**src/rtl/disarm_pkg.sv**
```systemverilog
// Constants and types for the relay output disarm control
// Summary of operation
// - Disarmed group contacts never switch
// - Disarm acts on whole slot groups only
// - Zone interlock and supervision contact pass
// - Timed disarm ends when timer expires
// - Permanent disarm holds until command withdrawn
// - No disarm while a contact is latched
// - No disarm while off-delay hold runs
// - Disarm needs the enabling control active
// - Disarm needs explicit direct command present
package disarm_pkg;

    // Group layout
    localparam int unsigned N_GROUPS   = 4;
    localparam int unsigned N_CONTACTS = 6;
    localparam int unsigned N_OUTS     = N_GROUPS * N_CONTACTS;

    // Timing: system clock rate and default disarm timeout
    localparam int unsigned CLK_KHZ         = 10000;
    localparam int unsigned TIMEOUT_MS      = 1000;
    localparam int unsigned TIMEOUT_CYCLES  = TIMEOUT_MS * CLK_KHZ;
    localparam int unsigned TIMER_W         = 24;
    localparam logic [TIMER_W-1:0] TIMER_ZERO = 24'h000000;
    localparam logic [TIMER_W-1:0] TIMER_ONE  = 24'h000001;

    // Reset values
    localparam logic [N_OUTS-1:0]   OUTS_RST   = 24'h000000;
    localparam logic [N_GROUPS-1:0] GROUPS_RST = 4'h0;

    // Per-group disarm state
    typedef enum logic [1:0] {
        ARMED,
        DIS_PERM,
        DIS_TIMED,
        EXPIRED
    } disarm_state_type;

endpackage : disarm_pkg

```
**src/rtl/relay_output_disarm_control.sv**
```systemverilog
// Disarm control for slot groups of relay output contacts
`timescale 1ns/1ps

module relay_output_disarm_control #(
    parameter int unsigned TIMEOUT_CYCLES = disarm_pkg::TIMEOUT_CYCLES
) (
    // Clock and reset
    input  wire logic                              i_clk_sys,
    input  wire logic                              i_rst,
    // Protection drive and contact status, one bit per contact
    input  wire logic [disarm_pkg::N_OUTS-1:0]     i_drive,
    input  wire logic [disarm_pkg::N_OUTS-1:0]     i_latched,
    input  wire logic [disarm_pkg::N_OUTS-1:0]     i_hold_running,
    // Contacts that are never disarmed
    input  wire logic                              i_zone_drive,
    input  wire logic                              i_supv_drive,
    // Operator controls
    input  wire logic                              i_disarm_ctrl,
    input  wire logic [disarm_pkg::N_GROUPS-1:0]   i_disarm_cmd,
    input  wire logic [disarm_pkg::N_GROUPS-1:0]   i_disarm_perm,
    // Contact outputs
    output logic      [disarm_pkg::N_OUTS-1:0]     o_contact,
    output logic                                   o_zone_contact,
    output logic                                   o_supv_contact,
    // Status
    output logic      [disarm_pkg::N_GROUPS-1:0]   o_group_disarmed,
    output logic      [disarm_pkg::N_GROUPS-1:0]   o_group_refused
);

    ////////////////////////////////////////////////////////////////////////////////
    // Helpers

    // Spread one bit per group over all contacts of that group
    function automatic logic [disarm_pkg::N_OUTS-1:0] expand_mask(
        input logic [disarm_pkg::N_GROUPS-1:0] grp
    );
        logic [disarm_pkg::N_OUTS-1:0] m;
        m = '0;
        for (int g = 0; g < disarm_pkg::N_GROUPS; g++) begin
            for (int c = 0; c < disarm_pkg::N_CONTACTS; c++) begin
                m[g*disarm_pkg::N_CONTACTS + c] = grp[g];
            end
        end
        return m;
    endfunction : expand_mask

    // Reduce a per-contact vector to one OR bit per group
    function automatic logic [disarm_pkg::N_GROUPS-1:0] any_in_group(
        input logic [disarm_pkg::N_OUTS-1:0] v
    );
        logic [disarm_pkg::N_GROUPS-1:0] r;
        r = '0;
        for (int g = 0; g < disarm_pkg::N_GROUPS; g++) begin
            r[g] = |v[g*disarm_pkg::N_CONTACTS +: disarm_pkg::N_CONTACTS];
        end
        return r;
    endfunction : any_in_group

    localparam logic [disarm_pkg::TIMER_W-1:0] TIMER_LAST =
        disarm_pkg::TIMER_W'(TIMEOUT_CYCLES - 1);

    ////////////////////////////////////////////////////////////////////////////////
    // Group state

    disarm_pkg::disarm_state_type state_r [disarm_pkg::N_GROUPS];
    logic [disarm_pkg::TIMER_W-1:0] timer_r [disarm_pkg::N_GROUPS];
    logic [disarm_pkg::N_GROUPS-1:0] latch_grp;
    logic [disarm_pkg::N_GROUPS-1:0] hold_grp;
    logic [disarm_pkg::N_GROUPS-1:0] request;
    logic [disarm_pkg::N_GROUPS-1:0] may_disarm;
    logic [disarm_pkg::N_GROUPS-1:0] disarmed;

    // A group is only as free as its busiest contact, so one latched or
    // holding contact keeps the whole group armed
    always_comb begin
        latch_grp  = any_in_group(i_latched);
        hold_grp   = any_in_group(i_hold_running);
        request    = i_disarm_cmd & {disarm_pkg::N_GROUPS{i_disarm_ctrl}};
        may_disarm = request & ~latch_grp & ~hold_grp;
        for (int g = 0; g < disarm_pkg::N_GROUPS; g++) begin
            disarmed[g] = (state_r[g] == disarm_pkg::DIS_PERM) ||
                          (state_r[g] == disarm_pkg::DIS_TIMED);
        end
    end

    // Per-group sequence; after expiry the command must drop before a new
    // disarm, otherwise a held command would rearm the timer forever
    always_ff @(posedge i_clk_sys or posedge i_rst) begin
        if (i_rst) begin
            for (int g = 0; g < disarm_pkg::N_GROUPS; g++) begin
                state_r[g] <= disarm_pkg::ARMED;
            end
        end else begin
            for (int g = 0; g < disarm_pkg::N_GROUPS; g++) begin
                unique case (state_r[g])
                    disarm_pkg::ARMED: begin
                        if (may_disarm[g] && i_disarm_perm[g]) begin
                            state_r[g] <= disarm_pkg::DIS_PERM;
                        end else if (may_disarm[g]) begin
                            state_r[g] <= disarm_pkg::DIS_TIMED;
                        end
                    end
                    disarm_pkg::DIS_PERM: begin
                        if (!request[g]) begin
                            state_r[g] <= disarm_pkg::ARMED;
                        end
                    end
                    disarm_pkg::DIS_TIMED: begin
                        if (!request[g]) begin
                            state_r[g] <= disarm_pkg::ARMED;
                        end else if (timer_r[g] == TIMER_LAST) begin
                            state_r[g] <= disarm_pkg::EXPIRED;
                        end
                    end
                    disarm_pkg::EXPIRED: begin
                        if (!request[g]) begin
                            state_r[g] <= disarm_pkg::ARMED;
                        end
                    end
                endcase
            end
        end
    end

    // Timeout counters, cleared whenever a group is not timing
    always_ff @(posedge i_clk_sys or posedge i_rst) begin
        if (i_rst) begin
            for (int g = 0; g < disarm_pkg::N_GROUPS; g++) begin
                timer_r[g] <= disarm_pkg::TIMER_ZERO;
            end
        end else begin
            for (int g = 0; g < disarm_pkg::N_GROUPS; g++) begin
                if (state_r[g] == disarm_pkg::DIS_TIMED) begin
                    timer_r[g] <= timer_r[g] + disarm_pkg::TIMER_ONE;
                end else begin
                    timer_r[g] <= disarm_pkg::TIMER_ZERO;
                end
            end
        end
    end

    ////////////////////////////////////////////////////////////////////////////////
    // Outputs

    // Contacts follow the protection drive unless their group is disarmed;
    // masking the drive each cycle means re-arming needs no restore step
    always_ff @(posedge i_clk_sys or posedge i_rst) begin
        if (i_rst) begin
            o_contact <= disarm_pkg::OUTS_RST;
        end else begin
            o_contact <= i_drive & ~expand_mask(disarmed);
        end
    end

    // Zone interlock and supervision contact bypass disarming
    always_ff @(posedge i_clk_sys or posedge i_rst) begin
        if (i_rst) begin
            o_zone_contact <= 1'b0;
            o_supv_contact <= 1'b0;
        end else begin
            o_zone_contact <= i_zone_drive;
            o_supv_contact <= i_supv_drive;
        end
    end

    // Status: disarmed groups, and requests held off by latch or hold time
    always_ff @(posedge i_clk_sys or posedge i_rst) begin
        if (i_rst) begin
            o_group_disarmed <= disarm_pkg::GROUPS_RST;
            o_group_refused  <= disarm_pkg::GROUPS_RST;
        end else begin
            o_group_disarmed <= disarmed;
            o_group_refused  <= request & (latch_grp | hold_grp) & ~disarmed;
        end
    end

    ////////////////////////////////////////////////////////////////////////////////
    // Assertions

    AST_BLOCK_OUT: assert property (
        @(posedge i_clk_sys) disable iff (i_rst)
        1'b1 |=> ((o_contact & $past(expand_mask(disarmed))) == '0))
        else $error("Disarmed group contact switched");

    AST_FOLLOW_DRIVE: assert property (
        @(posedge i_clk_sys) disable iff (i_rst)
        (disarmed == '0) |=> (o_contact == $past(i_drive)))
        else $error("Armed contacts do not follow drive");

    // Status and contacts share one edge, so every contact of a group not
    // flagged disarmed must carry the drive of the edge before
    AST_GROUP_UNIT: assert property (
        @(posedge i_clk_sys) disable iff (i_rst)
        1'b1 |=> (((o_contact ^ $past(i_drive)) & ~expand_mask(o_group_disarmed)) == '0))
        else $error("Disarm leaked across group boundary");

    AST_PASS_ZONE: assert property (
        @(posedge i_clk_sys) disable iff (i_rst)
        1'b1 |=>
            (o_zone_contact == $past(i_zone_drive)) &&
            (o_supv_contact == $past(i_supv_drive)))
        else $error("Zone or supervision contact blocked");

    AST_CTRL_OFF: assert property (
        @(posedge i_clk_sys) disable iff (i_rst)
        !i_disarm_ctrl |=> (disarmed == '0))
        else $error("Disarmed without enabling control");

    AST_NO_LATCH: assert property (
        @(posedge i_clk_sys) disable iff (i_rst)
        1'b1 |=> ((disarmed & ~$past(disarmed) & $past(latch_grp)) == '0))
        else $error("Group with latched contact disarmed");

    AST_NO_HOLD: assert property (
        @(posedge i_clk_sys) disable iff (i_rst)
        1'b1 |=> ((disarmed & ~$past(disarmed) & $past(hold_grp)) == '0))
        else $error("Group with running hold timer disarmed");

    AST_NEED_CMD: assert property (
        @(posedge i_clk_sys) disable iff (i_rst)
        (request == '0) |=> (disarmed == '0) ##1 (o_group_disarmed == '0))
        else $error("Disarmed without direct command");

    AST_PERM_HOLD: assert property (
        @(posedge i_clk_sys) disable iff (i_rst)
        (state_r[0] == disarm_pkg::DIS_PERM && request[0]) |=>
            (state_r[0] == disarm_pkg::DIS_PERM))
        else $error("Permanent disarm dropped while requested");

    AST_TIMER_END: assert property (
        @(posedge i_clk_sys) disable iff (i_rst)
        (state_r[0] == disarm_pkg::DIS_TIMED && timer_r[0] == TIMER_LAST) |=>
            !disarmed[0] ##1 !o_group_disarmed[0])
        else $error("Timed disarm outlived its timeout");

endmodule : relay_output_disarm_control

```
**config.mk**
```make
export PLATFORM = sky130hd
export DESIGN_NAME = relay_output_disarm_control
export DESIGN_NICKNAME = d
export VERILOG_FILES = /design/src/rtl/disarm_pkg.sv /design/src/rtl/relay_output_disarm_control.sv
export SDC_FILE = /design/constraint.sdc
export NUM_CORES = 1
export LEC_CHECK = 0
export BUFFER_PORTS_ARGS = -buffer_cell sky130_fd_sc_hd__buf_2
export CORE_MARGIN = 2
export CORE_UTILIZATION = 57
export CTS_CLUSTER_SIZE = 12
export DETAILED_ROUTE_END_ITERATION = 8
export PLACE_DENSITY_LB_ADDON = 0.08
export SLEW_MARGIN = 20
export SYNTH_ARGS = -nofsm -noshare
export SYNTH_HDL_FRONTEND = slang
export SYNTH_SLANG_ARGS = --single-unit
```
**constraint.sdc**
```tcl
create_clock -name i_clk_sys -period 12.9 [get_ports i_clk_sys]
set_input_delay 1.935 -clock i_clk_sys [delete_from_list [all_inputs] [get_ports i_clk_sys]]
set_output_delay 1.935 -clock i_clk_sys [all_outputs]
set_load 0.05 [all_outputs]
```
# == After elaboration in Yosys (flattened, before gate mapping) ==
# Cells that the tools add are included.
# totals
regBits,138
inputBits,85
out_inout_bits,34
wordCells,112
# classes
addsub,4
n_eq_ne,28
muxes,28
bitwise,11
n_reduce_logical,28
# ops
cell,count
"adder 24 x 1 -> 24 bit, second input constant",4
"== test 24 bit, second input constant",4
2-to-1 mux 24 bit,4
OR reduction 6 bit,8
2-to-1 mux 2 bit,20
bitwise AND 24 bit,1
inverter 24 bit,1
case mux 2 bit (3 select lines),4
bitwise AND 4 bit,5
"== test 2 bit, second input constant",8
"!= test 3 x 2 -> 1 bit, second input constant",4
"!= test 3 bit, second input constant",4
inverter 4 bit,3
AND reduction 3 bit,4
"== test 2 x 1 -> 1 bit, second input constant",4
zero test 2 bit,4
"!= test 2 bit, second input constant",4
OR reduction 2 bit,4
logical AND 1 bit,4
logical OR 1 bit,4
bitwise OR 4 bit,1

# == Logic depth before layout (Yosys ltp) ==
# depth
depth_word,7
ltp_mapped,7
mapped_depth_nobuf,6

# == Least setup slack after synthesis ==
# OpenSTA, ideal clock, no wires.
# synth_timing
kind,in2reg
startpoint,input port i_latched[10] (netlist name)
endpoint,register state_r[4] (netlist name)
setup_time_ps,125
arrival_ps,3175
required_ps,12775
slack_ps,9601
path_stages,5
n_path_buf,0
path_cell_list,nor4_1 and3_1 nand3_1 a211oi_1 mux2_2
# synth_via
elab_chain_cells,7
elab_cells_between_ends,9
cone_classes,eq/ne (1); mux (2); bitwise (3); reduce/logical (3)
# synth_rtl
item,line_no,rtl
from (decl),relay_output_disarm_control.sv:12,"input wire logic [disarm_pkg::N_OUTS-1:0] i_latched,"
OR reduction 6 bit (*),relay_output_disarm_control.sv:54,r[g] = |v[g*disarm_pkg::N_CONTACTS +: disarm_pkg::N_CONTACTS];
inverter 4 bit (*),relay_output_disarm_control.sv:79,may_disarm = request & ~latch_grp & ~hold_grp;
bitwise AND 4 bit (*) (2 in a row),relay_output_disarm_control.sv:79,
logical AND 1 bit,relay_output_disarm_control.sv:97,if (may_disarm[g] && i_disarm_perm[g]) begin
!= test 3 bit (no source line) or 2-to-1 mux 2 bit (tied branches),-,
AND reduction 3 bit (no source line) or case mux 2 bit (3 select lines) (tied branches),-,
"to (signal, indexed assignment)",relay_output_disarm_control.sv:98,state_r[g] <= disarm_pkg::DIS_PERM;
"to (signal, indexed assignment)",relay_output_disarm_control.sv:100,state_r[g] <= disarm_pkg::DIS_TIMED;
"to (signal, indexed assignment)",relay_output_disarm_control.sv:105,state_r[g] <= disarm_pkg::ARMED;
to (decl),relay_output_disarm_control.sv:65,disarm_pkg::disarm_state_type state_r [disarm_pkg::N_GROUPS];
# Mark *: on every way between the ends. The rest lies on a longest branch, timed or not.
# A chain may end at the register's enable or synchronous reset.

# == Final worst setup path ==
# layout_timing
startpoint,input port i_latched[9] (netlist name)
endpoint,register state_r[4] (netlist name)
# Same word-level chain as after synthesis.

==> flow_metrics.py <==
metrics = {
    "timing": {
        "tns_ns": 0,
        "hold_viol_final": 0,
        "fmax_ghz": 0.321,
        "fin_skew_ns": 0.0114,
        "min_period_ns": 3.12,
        "max_slew_margin_pct": 41.9,
        "rsz0062_at_grt": "no",
        "fin_crit_sh_pct": 24.2,
        "tightest_slew_ns": 0.871,
        "setup_viol": 0,
        "final_max_slew_viol_count": 0,
    },
    "setup_path": {
        "crit_path_start_kind": "primary input",
        "rr_worst_depth": 6,
        "worst_setup_path_end_kind": "flip-flop",
        "crit_chain": "buf_2 -> nor4_1 -> and3_1 -> nand3_1 -> a211oi_1 -> mux2_2",
        "path_max_fanout": 3,
        "crit_slowest_cell": "a211oi_1",
        "critical_path.startpoint": "i_latched[9]",
        "slowest_delay_ns": 0.40,
        "critical_path_class": "in -> reg",
        "reg2reg_from": "timer_r[24]$_DFF_PP0_",
        "crit_required_ns": 13.20,
        "worstPathArrival_ns": 3.42,
    },
    "outcome": {
        "run_status": "complete, no violations",
    },
    "power_and_ir_drop": {
        "vdd_ir_drop_max_v": 0.000128,
        "finalPower_mw": 1.45,
        "power_density_mw_per_mm2": 179,
        "p_leak_nw": 3.90,
    },
    "clocking": {
        "postCtsHoldBufs": 0,
        "tritoncts": "done",
        "clockBufferDepth": 2,
        "root_buffer": "clkbuf_16",
        "post-cts-setup-buffers": 0,
        "ctsResizeCount": 0,
        "cts_made_buffers": 17,
        "clock-sinks": 138,
        "insertion_delay_ns": 0.43,
        "clk_pin_slew_worst_paths_ns": 0.05,
        "cts-htree-levels": 4,
    },
    "global_routing": {
        "use_met1_pct": 31.5,
        "grt_max_degree": 78,
        "top_usage_layer": "met2",
        "gr-usage-met2_pct": 40.4,
        "antenna_found_initial": 0,
        "globalRouteTotalUtil_pct": 24.7,
        "met3_usage_pct": 6.78,
        "grt_overflow": 0,
        "grt_pass1_wl_um": 25300,
        "grt_pass1_vias": 5445,
    },
    "drt": {
        "ant_nets": 0,
        "drtIter0Drc": 334,
        "drc": 0,
        "firstDrtPassIters": 5,
        "vias": 5249,
        "wl_um": 14800,
        "avgRoutedWirePerCell_um": 15.7,
        "vias_per_cell": 5.57,
    },
    "floorplan": {
        "io_pins": 119,
        "die_w_um": 114,
        "core.rowCount": 40,
        "dieArea_sq_mm": 0.0130,
        "start_util_pct": 58.1,
        "die_h_um": 114,
        "coreArea_sq_mm": 0.0119,
    },
    "cells_and_area": {
        "final_util_pct": 68.4,
        "final_cells": 943,
        "final_nets": 895,
        "fin_area_sq_mm": 0.00814,
        "num_antenna_cells": 0,
        "nFillCells": 927,
        "layout-drive-gt1-share_pct": 19.7,
        "area_delta_synth_final_pct": 17.6,
    },
    "yosys": {
        "syn_area_sq_mm": 0.00692,
        "synth_warnings": 0,
        "synth_cell_type_count": 55,
        "synth_area_per_cell_sq_um": 10.4,
        "synthCells": 665,
        "synth-seq-cells": 138,
        "ys_seq_area_share_pct": 49.9,
        "synth_edf_count": 0,
        "synthArstFlopShare_pct": 100,
        "synth_ff_type": "dfrtp_1",
        "syn_nets": 774,
    },
    "job": {
        "maxCapViolCount": 0,
    },
    "hold_path": {
        "hp-start": "timer_r[48]$_DFF_PP0_",
        "hold_class": "reg -> reg",
        "holdPathStages": 1,
    },
    "placed_design": {
        "place_area_sq_mm": 0.00763,
        "place_congestion": 0.822,
        "io_buffer_count": 118,
        "hpwlAfterDp_um": 10600,
        "place_inst": 914,
    },
}
## cell families after synthesis
family	Yosys count	share of synthesized area, %
adder cells (fa/ha/maj)	24	4.34
multiplexers	9	1.36
AO/OA/AOI/OAI	38	3.71
AND/OR/NAND/NOR	336	28.4
buffers and inverters	43	2.57
XOR/XNOR	77	9.74
flip-flops	138	49.9
## area by class of cell
cell class	count	area, sq um	share of cell area, %
Clock inverter	3	15.0	0.184
Timing Repair Buffer	119	598	7.34
Multi-Input combinational cell	484	3290	40.4
Clock buffer	26	499	6.13
Tap cell	147	184	2.26
Sequential cell	138	3450	42.4
Inverter	26	103	1.26
## cells in the final DEF, fill, tap and decap left out, types with 3 or more instances in the layout
| master | synthesis | final |
|---|---|---|
| a21boi_0 | 4 | 4 |
| a21oi_1 | 5 | 5 |
| and2_1 | 78 | 78 |
| and3_1 | 13 | 13 |
| and4_1 | 6 | 6 |
| buf_2 | 1 | 118 |
| clkbuf_1 | 14 | 5 |
| clkbuf_16 | 0 | 17 |
| clkbuf_8 | 0 | 4 |
| clkinv_2 | 0 | 3 |
| dfrtp_1 | 138 | 138 |
| ha_1 | 24 | 24 |
| inv_1 | 26 | 25 |
| mux2_2 | 3 | 3 |
| mux2i_1 | 6 | 6 |
| nand2_1 | 41 | 41 |
| nand2b_1 | 5 | 5 |
| nand3_1 | 40 | 40 |
| nand4_1 | 20 | 20 |
| nor2_1 | 20 | 20 |
| nor2b_1 | 36 | 36 |
| nor3_1 | 21 | 21 |
| nor3b_1 | 3 | 3 |
| nor4_1 | 25 | 25 |
| nor4b_1 | 4 | 4 |
| nor4bb_1 | 3 | 3 |
| o21ai_0 | 10 | 10 |
| or3_1 | 5 | 5 |
| or4_1 | 3 | 3 |
| xnor2_1 | 44 | 44 |
| xor2_1 | 33 | 33 |
## report_power, final
part	switching, mW	total (mW)	internal, mW
clock	0.166	0.428	0.261
combinational	0.350	0.487	0.137
sequential	0.0374	0.541	0.503
## layer usage
metal	wire length (um)	vias up
met5	0	-
met4	298	0
met3	713	24
met2	7210	155
met1	6590	2537
li1	-	2533
## per-stage QoR
step	hold slack (ns)	worst slack (ns)
floorplan	0.445	7.27
global placement	0.471	9.38
CTS	0.485	9.78
global route	0.505	9.70
detailed placement	0.478	9.33
finish	0.488	9.78
## flip-flops by register name, indices dropped and copies added, names as in the netlist
signal            count
state_r               8
o_group_disarmed      4
o_group_refused       4
timer_r              96
o_supv_contact        1
o_zone_contact        1
o_contact            24
## worst paths after layout
kind                                          end  slack [ns]
max reg2reg                 timer_r[46]$_DFF_PP0_       10.55
max in group asynchronous   timer_r[88]$_DFF_PP0_       10.05
min                         timer_r[48]$_DFF_PP0_        0.49
min in group asynchronous  state_r[3]$_DFFE_PP0P_        1.64
min reg2reg                 timer_r[48]$_DFF_PP0_        0.49
max                        state_r[4]$_DFFE_PP0P_        9.78
## Yosys cell counts, types with 2 or more instances
library cell | number | area share [%]
xnor2_1 | 44 | 5.6
or3_1 | 5 | 0.45
inv_1 | 26 | 1.4
nor4_2 | 2 | 0.36
nor4b_1 | 4 | 0.51
nor2_1 | 20 | 1.1
xor2_1 | 33 | 4.2
or4_1 | 3 | 0.33
clkbuf_1 | 14 | 0.76
buf_6 | 2 | 0.33
and3_1 | 13 | 1.2
nor3_1 | 21 | 1.5
and4_1 | 6 | 0.76
ha_1 | 24 | 4.3
nand3_1 | 40 | 2.9
o31a_1 | 2 | 0.25
nand4_1 | 20 | 1.8
a21boi_0 | 4 | 0.43
nand2_1 | 41 | 2.2
o22ai_1 | 2 | 0.18
a31oi_1 | 2 | 0.18
nor4_1 | 25 | 2.3
and2_1 | 78 | 7.0
or3b_2 | 2 | 0.25
o211ai_1 | 2 | 0.22
mux2_2 | 3 | 0.49
nand2b_1 | 5 | 0.45
mux2i_1 | 6 | 0.87
nor2b_1 | 36 | 3.3
nor3b_1 | 3 | 0.33
o21ai_0 | 10 | 0.72
dfrtp_1 | 138 | 50
a21oi_1 | 5 | 0.36
nor4bb_1 | 3 | 0.43
## critical path, delay by kind of cell
kind            cells  cell delay [ns]
compound gates      1             0.40
buf+inv             1             0.10
mux                 1             0.38
simple gates        3             0.62
Power figures use the tool's default switching activity.
